`config.mk`:
```
export PLATFORM = sky130hd
export DESIGN_NAME = qpiw_regs
export DESIGN_NICKNAME = d
export VERILOG_FILES = /design/src/qpiw_pkg.sv /design/src/qpiw_fold.sv /design/src/qpiw_evt.sv /design/src/qpiw_regs.sv
export SDC_FILE = /design/constraint.sdc
export NUM_CORES = 1
export LEC_CHECK = 0
export ABC_AREA = 1
export BUFFER_PORTS_ARGS = -buffer_cell sky130_fd_sc_hd__buf_2
export CAP_MARGIN = 40
export CELL_PAD_IN_SITES_DETAIL_PLACEMENT = 2
export CELL_PAD_IN_SITES_GLOBAL_PLACEMENT = 2
export CORE_MARGIN = 1.5
export CORE_UTILIZATION = 30
export DETAILED_ROUTE_END_ITERATION = 10
export GPL_TIMING_DRIVEN = 1
export PLACE_DENSITY = 0.83
export SLEW_MARGIN = 30
export SYNTH_ARGS = -nofsm -noshare
export SYNTH_HDL_FRONTEND = slang
export SYNTH_HIERARCHICAL = 1
export SYNTH_SLANG_ARGS = --single-unit
```
`constraint.sdc`:
```
create_clock -name ref_clk -period 2.8 [get_ports ref_clk]
set_input_delay 0.28 -clock ref_clk [delete_from_list [all_inputs] [get_ports ref_clk]]
set_output_delay 0.28 -clock ref_clk [all_outputs]
set_load 0.01 [all_outputs]
```
`src/qpiw_pkg.sv`:
```
// Shared constants of the flash-bank wake and second-core status registers.
// Assumes an 8-bit byte address and a 32-bit register data path.
package qpiw_pkg;
	localparam int ADDR_W = 8;
	localparam int DATA_W = 32;
	// Four conditions per pin, six pins
	localparam int PIN_COUNT = 6;
	localparam int COND_PER_PIN = 4;
	localparam int COND_W = PIN_COUNT * COND_PER_PIN;
	// Condition order inside one pin nibble
	localparam int COND_LEVEL_LOW = 0;
	localparam int COND_LEVEL_HIGH = 1;
	localparam int COND_EDGE_LOW = 2;
	localparam int COND_EDGE_HIGH = 3;
	// Pin order, one nibble each from bit 0
	localparam int PIN_CLOCK = 0;
	localparam int PIN_SELECT = 1;
	localparam int PIN_DATA0 = 2;
	localparam int PIN_DATA1 = 3;
	localparam int PIN_DATA2 = 4;
	localparam int PIN_DATA3 = 5;
	// Register offsets
	localparam logic [ADDR_W-1:0] OFF_SECOND_CORE_IRQ_STATUS = 8'h48;
	localparam logic [ADDR_W-1:0] OFF_WAKE_IRQ_ENABLE = 8'h4c;
	localparam logic [ADDR_W-1:0] OFF_WAKE_IRQ_FORCE = 8'h50;
	localparam logic [ADDR_W-1:0] OFF_WAKE_IRQ_STATUS = 8'h54;
	localparam logic [ADDR_W-1:0] OFF_EVENT_STATUS = 8'h58;
	localparam logic [ADDR_W-1:0] OFF_EVENT_MASK = 8'h5c;
	// Reset values
	localparam logic [COND_W-1:0] RST_WAKE_IRQ_ENABLE = 24'h00_0000;
	localparam logic [COND_W-1:0] RST_WAKE_IRQ_FORCE = 24'h00_0000;
	localparam logic [COND_W-1:0] RST_STATUS = 24'h00_0000;
	// Sticky event bits
	localparam int EVT_COUNT = 2;
	localparam int EVT_SECOND_CORE = 0;
	localparam int EVT_WAKE = 1;
	localparam logic [EVT_COUNT-1:0] RST_EVENT = 2'h0;
	localparam logic [DATA_W-1:0] READ_ZERO = 32'h0000_0000;
endpackage

```
`src/qpiw_fold.sv`:
```
// Gate-and-force fold of a condition vector into a registered status word.
// Assumes all inputs come from logic on ref_clk.
`timescale 1ns/1ps
module qpiw_fold #(
	parameter int WIDTH = 24
) (
	input wire logic ref_clk, // System clock
	input wire logic rst, // Async reset, high
	input wire logic [WIDTH-1:0] rawCond, // Raw conditions
	input wire logic [WIDTH-1:0] enable, // Per-bit enable
	input wire logic [WIDTH-1:0] force_, // Per-bit force
	output logic [WIDTH-1:0] status_r, // Folded status
	output logic anyHit_r // Any status bit set
);
	import qpiw_pkg::*;

	logic [WIDTH-1:0] status_nxt;
	logic anyHit_nxt;

	always_comb begin
		status_nxt = (rawCond & enable) | force_;
		anyHit_nxt = |status_nxt;
	end

	always_ff @(posedge ref_clk or posedge rst) begin
		if (rst) begin
			status_r <= '0;
			anyHit_r <= 1'b0;
		end else begin
			status_r <= status_nxt;
			anyHit_r <= anyHit_nxt;
		end
	end
endmodule

```
`src/qpiw_evt.sv`:
```
// Sticky event status with write-one-to-clear, mask and level interrupt.
// Assumes event pulses and bus strobes are on ref_clk.
`timescale 1ns/1ps
module qpiw_evt #(
	parameter int N = 2
) (
	input wire logic ref_clk, // System clock
	input wire logic rst, // Async reset, high
	input wire logic [N-1:0] evtIn, // One-cycle event pulses
	input wire logic clrWr, // Write to status
	input wire logic maskWr, // Write to mask
	input wire logic [N-1:0] wrBits, // Write data bits
	output logic [N-1:0] status_r, // Sticky status
	output logic [N-1:0] mask_r, // Interrupt mask
	output logic irq_r // Level interrupt
);
	import qpiw_pkg::*;

	logic [N-1:0] status_nxt;
	logic [N-1:0] mask_nxt;
	logic irq_nxt;

	always_comb begin
		status_nxt = status_r;
		if (clrWr) begin
			status_nxt = status_nxt & ~wrBits;
		end
		// Set wins over a clear in the same cycle
		status_nxt = status_nxt | evtIn;
		mask_nxt = maskWr ? wrBits : mask_r;
		irq_nxt = |(status_nxt & mask_nxt);
	end

	always_ff @(posedge ref_clk or posedge rst) begin
		if (rst) begin
			status_r <= '0;
			mask_r <= '0;
			irq_r <= 1'b0;
		end else begin
			status_r <= status_nxt;
			mask_r <= mask_nxt;
			irq_r <= irq_nxt;
		end
	end
endmodule

```
`src/qpiw_regs.sv`:
```
// Second-core status and deep-sleep wake registers of the flash pin bank.
// Assumes raw conditions and second-core enable/force come from ref_clk logic.
//
// Notes on behaviour
// - second-core status is raw AND enable, OR force
// - wake enable word, read/write, resets to zero
// - wake force word asserts conditions, resets zero
// - wake status is raw AND enable, OR force
//
// The implementer's own choice: the strobed register port.
`timescale 1ns/1ps
module qpiw_regs (
	input wire logic ref_clk, // System clock, 100 MHz
	input wire logic rst, // Async reset, high
	input wire logic [qpiw_pkg::ADDR_W-1:0] addr, // Byte address
	input wire logic [qpiw_pkg::DATA_W-1:0] wrData, // Write data
	input wire logic wrEn, // Write strobe
	input wire logic rdEn, // Read strobe
	output logic [qpiw_pkg::DATA_W-1:0] rdData_r, // Read data, next cycle
	input wire logic [qpiw_pkg::COND_W-1:0] rawCond, // Raw pin conditions
	input wire logic [qpiw_pkg::COND_W-1:0] secondCoreEnable, // Second-core enable
	input wire logic [qpiw_pkg::COND_W-1:0] secondCoreForce, // Second-core force
	output logic secondCoreIrq, // Second-core request
	output logic wakeReq, // Deep-sleep wake request
	output logic irq_r // Event interrupt
);
	import qpiw_pkg::*;

	function automatic logic hit(input logic [ADDR_W-1:0] a, input logic [ADDR_W-1:0] off);
		hit = (a == off);
	endfunction

	// Widen a condition word to the bus, top byte zero
	function automatic logic [DATA_W-1:0] widen(input logic [COND_W-1:0] v);
		widen = {{(DATA_W - COND_W){1'b0}}, v};
	endfunction

	logic [COND_W-1:0] wakeEnable_r;
	logic [COND_W-1:0] wakeEnable_nxt;
	logic [COND_W-1:0] wakeForce_r;
	logic [COND_W-1:0] wakeForce_nxt;
	logic [COND_W-1:0] secondCoreStatus;
	logic [COND_W-1:0] wakeStatus;
	logic secondCoreAny;
	logic wakeAny;
	logic secondCoreAnyPrev_r;
	logic wakeAnyPrev_r;
	logic [EVT_COUNT-1:0] evtPulse;
	logic [EVT_COUNT-1:0] evtStatus;
	logic [EVT_COUNT-1:0] evtMask;
	logic evtClrWr;
	logic evtMaskWr;
	logic [DATA_W-1:0] rdData_nxt;

	// Register writes
	always_comb begin
		wakeEnable_nxt = wakeEnable_r;
		wakeForce_nxt = wakeForce_r;
		if (wrEn && hit(addr, OFF_WAKE_IRQ_ENABLE)) begin
			wakeEnable_nxt = wrData[COND_W-1:0];
		end
		if (wrEn && hit(addr, OFF_WAKE_IRQ_FORCE)) begin
			wakeForce_nxt = wrData[COND_W-1:0];
		end
	end

	always_ff @(posedge ref_clk or posedge rst) begin
		if (rst) begin
			wakeEnable_r <= RST_WAKE_IRQ_ENABLE;
			wakeForce_r <= RST_WAKE_IRQ_FORCE;
		end else begin
			wakeEnable_r <= wakeEnable_nxt;
			wakeForce_r <= wakeForce_nxt;
		end
	end

	qpiw_fold #(
		.WIDTH(COND_W)
	) u_secondCoreFold (
		.ref_clk(ref_clk),
		.rst(rst),
		.rawCond(rawCond),
		.enable(secondCoreEnable),
		.force_(secondCoreForce),
		.status_r(secondCoreStatus),
		.anyHit_r(secondCoreAny)
	);

	qpiw_fold #(
		.WIDTH(COND_W)
	) u_wakeFold (
		.ref_clk(ref_clk),
		.rst(rst),
		.rawCond(rawCond),
		.enable(wakeEnable_r),
		.force_(wakeForce_r),
		.status_r(wakeStatus),
		.anyHit_r(wakeAny)
	);

	assign secondCoreIrq = secondCoreAny;
	assign wakeReq = wakeAny;

	// Rising request edges become sticky events
	always_comb begin
		evtPulse = '0;
		evtPulse[EVT_SECOND_CORE] = secondCoreAny & ~secondCoreAnyPrev_r;
		evtPulse[EVT_WAKE] = wakeAny & ~wakeAnyPrev_r;
		evtClrWr = wrEn && hit(addr, OFF_EVENT_STATUS);
		evtMaskWr = wrEn && hit(addr, OFF_EVENT_MASK);
	end

	always_ff @(posedge ref_clk or posedge rst) begin
		if (rst) begin
			secondCoreAnyPrev_r <= 1'b0;
			wakeAnyPrev_r <= 1'b0;
		end else begin
			secondCoreAnyPrev_r <= secondCoreAny;
			wakeAnyPrev_r <= wakeAny;
		end
	end

	qpiw_evt #(
		.N(EVT_COUNT)
	) u_evt (
		.ref_clk(ref_clk),
		.rst(rst),
		.evtIn(evtPulse),
		.clrWr(evtClrWr),
		.maskWr(evtMaskWr),
		.wrBits(wrData[EVT_COUNT-1:0]),
		.status_r(evtStatus),
		.mask_r(evtMask),
		.irq_r(irq_r)
	);

	// Read mux; data valid only the cycle after the strobe
	always_comb begin
		rdData_nxt = READ_ZERO;
		if (rdEn) begin
			case (addr)
				OFF_SECOND_CORE_IRQ_STATUS: begin
					rdData_nxt = widen(secondCoreStatus);
				end
				OFF_WAKE_IRQ_ENABLE: begin
					rdData_nxt = widen(wakeEnable_r);
				end
				OFF_WAKE_IRQ_FORCE: begin
					rdData_nxt = widen(wakeForce_r);
				end
				OFF_WAKE_IRQ_STATUS: begin
					rdData_nxt = widen(wakeStatus);
				end
				OFF_EVENT_STATUS: begin
					rdData_nxt = {{(DATA_W - EVT_COUNT){1'b0}}, evtStatus};
				end
				OFF_EVENT_MASK: begin
					rdData_nxt = {{(DATA_W - EVT_COUNT){1'b0}}, evtMask};
				end
				default: begin
					rdData_nxt = READ_ZERO;
				end
			endcase
		end
	end

	always_ff @(posedge ref_clk or posedge rst) begin
		if (rst) begin
			rdData_r <= READ_ZERO;
		end else begin
			rdData_r <= rdData_nxt;
		end
	end
endmodule

```
==> results_tabular.tex <==
\begin{tabular}{lr}
\hline
Metric & Value \\
\hline
\multicolumn{2}{l}{\textbf{Outcome}} \\
\quad Result of the run & completed \\
\multicolumn{2}{l}{\textbf{CTS}} \\
\quad CTS Sinks & between 100 and 150 \\
\quad Insertion delay to the later sink of the worst-skew pair & between 400 and 500 ps \\
\quad Cts hold-fix bufs & 1 \\
\quad H-tree depth reported by CTS & 4 \\
\quad Cts bufs inserted & 17 \\
\quad Clock tree root buffer cell & sky130\_fd\_sc\_hd\_\_clkbuf\_16 \\
\quad Clock-pin slew reported for the worst setup and hold paths after clock tree synthesis & around 60 ps \\
\quad Number of cells upsized or downsized after cts & 0 \\
\quad Worst-case clock buffer depth & 2 \\
\quad TritonCTS clock tree & yes \\
\quad Number of setup buffers added after CTS & 0 \\
\multicolumn{2}{l}{\textbf{Critical path}} \\
\quad Critical path launch point type & primary input \\
\quad Cell type group with the largest total delay on the critical path & simple AND/OR/NAND/NOR gates \\
\quad Critical path's largest stage delay & about 530 ps \\
\quad Startpoint of the worst register-to-register path & wakeForce\_r[9] \\
\quad Cell repeated most along the worst path & sky130\_fd\_sc\_hd\_\_nand2\_2 \\
\quad Required time of the worst setup path & between 3000 and 4000 ps \\
\quad Worst reg2reg setup slack & between 1500 and 2000 ps \\
\quad Startpoint-to-endpoint class of the critical path & in2reg \\
\quad Number of buffers and inverters on the critical path & 3 \\
\quad Data arrival time of the critical path & 1980 ps \\
\quad Worst Setup End Kind & flip-flop \\
\quad Worst-path maximum fanout & 48 \\
\quad Reg2Reg Capture Point & u\_wakeFold/anyHit\_r \\
\quad Depth of the most critical reg-to-reg path & 6 \\
\quad Critical-path cell list & buf\_2, inv\_1, nand2\_2, nor2\_1, and2\_1, nand2\_2, buf\_4, nand2\_1, o21ai\_0 \\
\quad Slowest cell on crit path & sky130\_fd\_sc\_hd\_\_and2\_1 \\
\multicolumn{2}{l}{\textbf{Layout}} \\
\quad Diodes inserted & 0 \\
\quad Commonest non-fill, non-tap cell in the layout & sky130\_fd\_sc\_hd\_\_nand2\_1 \\
\quad Post-route cell area & 0.00727 mm² \\
\quad Number of nets in the layout & just under 1000 \\
\quad Post-layout utilization of the core & 38.5\% \\
\quad Share of cells above drive strength 1 & between 20\% and 30\% \\
\quad Synthesis-to-finish area growth & 24.9\% \\
\quad Commonest cells after routing, fill and taps aside & 280 x sky130\_fd\_sc\_hd\_\_nand2\_1, 134 x sky130\_fd\_sc\_hd\_\_buf\_2, 129 x sky130\_fd\_sc\_hd\_\_dfrtp\_1, 93 x sky130\_fd\_sc\_hd\_\_inv\_1, 79 x sky130\_fd\_sc\_hd\_\_nor2\_1 \\
\multicolumn{2}{l}{\textbf{Floorplan}} \\
\quad Chip Width & between 100 and 150 µm \\
\quad Die H & 142 µm \\
\quad Initial cell density of the core & between 30\% and 40\% \\
\quad Placeable core region & 0.0189 mm² \\
\quad Die footprint & 0.0202 mm² \\
\quad Number of top-level pins & around 150 \\
\quad Site Rows & 50 \\
\multicolumn{2}{l}{\textbf{STA}} \\
\quad Highest clock frequency the design can meet & 0.583 GHz \\
\quad Count of pins over their slew limit & 0 \\
\quad Setup repair after global routing missed its margin & no \\
\quad Setup Viol. Count Final & 0 \\
\quad Final setup skew & 7.53 ps \\
\quad Worst slew margin relative to its limit & 60.9\% \\
\quad Final count of hold timing violations & 0 \\
\quad Final Cycle Share & about three fifths \\
\quad Total negative slack for setup checks & 0 ps \\
\quad Least setup slack across all paths after layout & between 1000 and 1500 ps \\
\quad Tightest Pin Transition & 586 ps \\
\quad Time the worst path needs with I/O delays and setup & around 1700 ps \\
\multicolumn{2}{l}{\textbf{Place}} \\
\quad Final GP Congestion & 0.768 \\
\quad Buffers on Ports & around 130 \\
\quad DP Worst Slack & approximately 700 ps \\
\quad Placed cell areas & 0.00672 mm² \\
\quad Half-perimeter wire length after detailed placement & 13000 µm \\
\multicolumn{2}{l}{\textbf{Detailed routing}} \\
\quad Antenna viol nets, final & 0 \\
\quad Remaining routing DRC violations & 0 \\
\quad Detailed-route wire length per cell & between 15 and 20 µm \\
\quad Total iterations of the first detailed-routing run & 4 \\
\quad Vias after detailed routing & 5107 \\
\quad Number of vias per cell & about 4.5 \\
\quad Detailed-route wire length & 18700 µm \\
\quad Detailed Route Iter0 Violations & between 100 and 150 \\
\multicolumn{2}{l}{\textbf{Pwr}} \\
\quad Pwr Density & 607 mW/mm² \\
\quad Power Total & $\sim$4.4 mW \\
\quad Static leakage & roughly 4.0 nW \\
\quad Max VDD drop & around 430 µV \\
\multicolumn{2}{l}{\textbf{Logic synthesis}} \\
\quad Synth Area per Inst & approximately 7.9 µm² \\
\quad Cell area after synthesis & 0.00582 mm² \\
\quad \#FFs+latches synth & about 130 \\
\quad Portion of the post-synthesis area used by sequential elements & a little under three fifths \\
\quad Warnings from Yosys & 6 \\
\quad Count of distinct cell types in the synthesized netlist & 21 \\
\quad Number of instances in the synthesized netlist & approximately 730 \\
\multicolumn{2}{l}{\textbf{Hold path}} \\
\quad Hold-critical path depth & 3 \\
\quad Hold path startpoint & secondCoreForce[11] \\
\quad End of the worst hold path & u\_secondCoreFold/status\_r[11] \\
\quad Class of the worst hold path & in2reg \\
\multicolumn{2}{l}{\textbf{Run}} \\
\quad Number of maximum-capacitance violations & 0 \\
\multicolumn{2}{l}{\textbf{GRT}} \\
\quad GRT Residual Overflow & 0 \\
\quad First-pass GRT wire length & 30100 µm \\
\quad Pin count of the biggest net entering global routing & 51 \\
\quad Initial antenna violation count & 0 \\
\quad Vias in the first global route & approximately 5600 \\
\quad Total global routing track utilization & 20.0\% \\
\hline
\end{tabular}
-- layout make-up --
class,count,area (µm²)
clock inverters,13,95.1
multi-input cells,483,2030
inverters,95,358
repair buffers,147,783
well taps,260,325
clock buffers,19,443
flip-flops and latches,129,3230
fillers,2242,11600
-- report_power, final --
group / total [mW] / internal, mW / switching, mW
registers: 2.01 / 1.96 / 0.0506
logic: 0.364 / 0.132 / 0.232
clock network: 2.04 / 1.22 / 0.816
total: 4.41 / 3.31 / 1.10
-- logic make-up (layout without fill, tap and decap cells) --
group / count (synthesis) / in the layout / share of synthesized area [%]
AO/OA/AOI/OAI: 53 / 53 / 5.07
buffers and inverters: 128 / 274 / 10.1
flip-flops: 129 / 129 / 55.5
other: 1 / 8 / 0.0644
AND/OR/NAND/NOR: 422 / 422 / 29.3
-- worst min-delay path, delay by kind of cell --
family / cells / cell delay (ps)
buf+inv: 2 / 110
simple gates: 1 / 60
-- stage by stage --
| stage | hold slack (ps) | instances |
|---|---|---|
| 2_1_floorplan | 58.5 | 740 |
| 3_3_place_gp | 229 | 1113 |
| 3_5_place_dp | 238 | 1113 |
| 4_1_cts | 56.7 | 1146 |
| 5_1_grt | 60.6 | 1146 |
| 6_report | 62.6 | 1146 |
-- cells in the mapped netlist --
cell type                    n  area, µm²
sky130_fd_sc_hd__a21oi_1     2       10.0
sky130_fd_sc_hd__and2_1      2       12.5
sky130_fd_sc_hd__buf_1       2       7.51
sky130_fd_sc_hd__buf_2       7       35.0
sky130_fd_sc_hd__buf_4      14        105
sky130_fd_sc_hd__buf_6       6       67.6
sky130_fd_sc_hd__clkbuf_1    4       15.0
sky130_fd_sc_hd__conb_1      1       3.75
sky130_fd_sc_hd__dfrtp_1   129       3230
sky130_fd_sc_hd__inv_1      94        353
sky130_fd_sc_hd__inv_2       1       3.75
sky130_fd_sc_hd__nand2_1   280       1050
sky130_fd_sc_hd__nand2_2    18        113
sky130_fd_sc_hd__nand3_1    34        170
sky130_fd_sc_hd__nor2_1     80        300
sky130_fd_sc_hd__nor2_2      5       31.3
sky130_fd_sc_hd__nor2_4      2       22.5
sky130_fd_sc_hd__nor3_1      1       5.00
sky130_fd_sc_hd__o21ai_0    11       55.1
sky130_fd_sc_hd__o21ai_1    32        160
sky130_fd_sc_hd__o21ai_2     8       70.1
-- routing by layer --
metal	vias to the layer above	GRT usage (%)	share of wire [%]	wire length, µm
met5	-	0	0	0
met4	0	5.70	1.3	241
li1	2456	-	-	-
met1	2496	25.5	43	8030
met3	22	3.63	5.3	999
met2	133	34.7	51	9470
-- registers in the layout (all words and copies together) (netlist names) --
signal                     count
u_secondCoreFold/anyHit_r      1
u_secondCoreFold/status_r     24
wakeEnable_r                  24
rdData_r                      24
secondCoreAnyPrev_r            1
wakeForce_r                   24
u_evt/irq_r                    1
u_wakeFold/anyHit_r            1
u_evt/status_r                 2
u_evt/mask_r                   2
u_wakeFold/status_r           24
wakeAnyPrev_r                  1
-- how the worst max path moves through the flow --
stage | endpoint | start | cells past startpoint
floorplan | rdData_r[0] | rst | 1
global placement | rdData_r[13] | addr[1] | 10
detailed placement | wakeForce_r[17] | addr[1] | 9
CTS | wakeForce_r[17] | addr[1] | 9
global route | wakeForce_r[17] | addr[1] | 9
finish | wakeForce_r[17] | addr[1] | 9
Note: power is estimated with default switching activity, not from simulation.
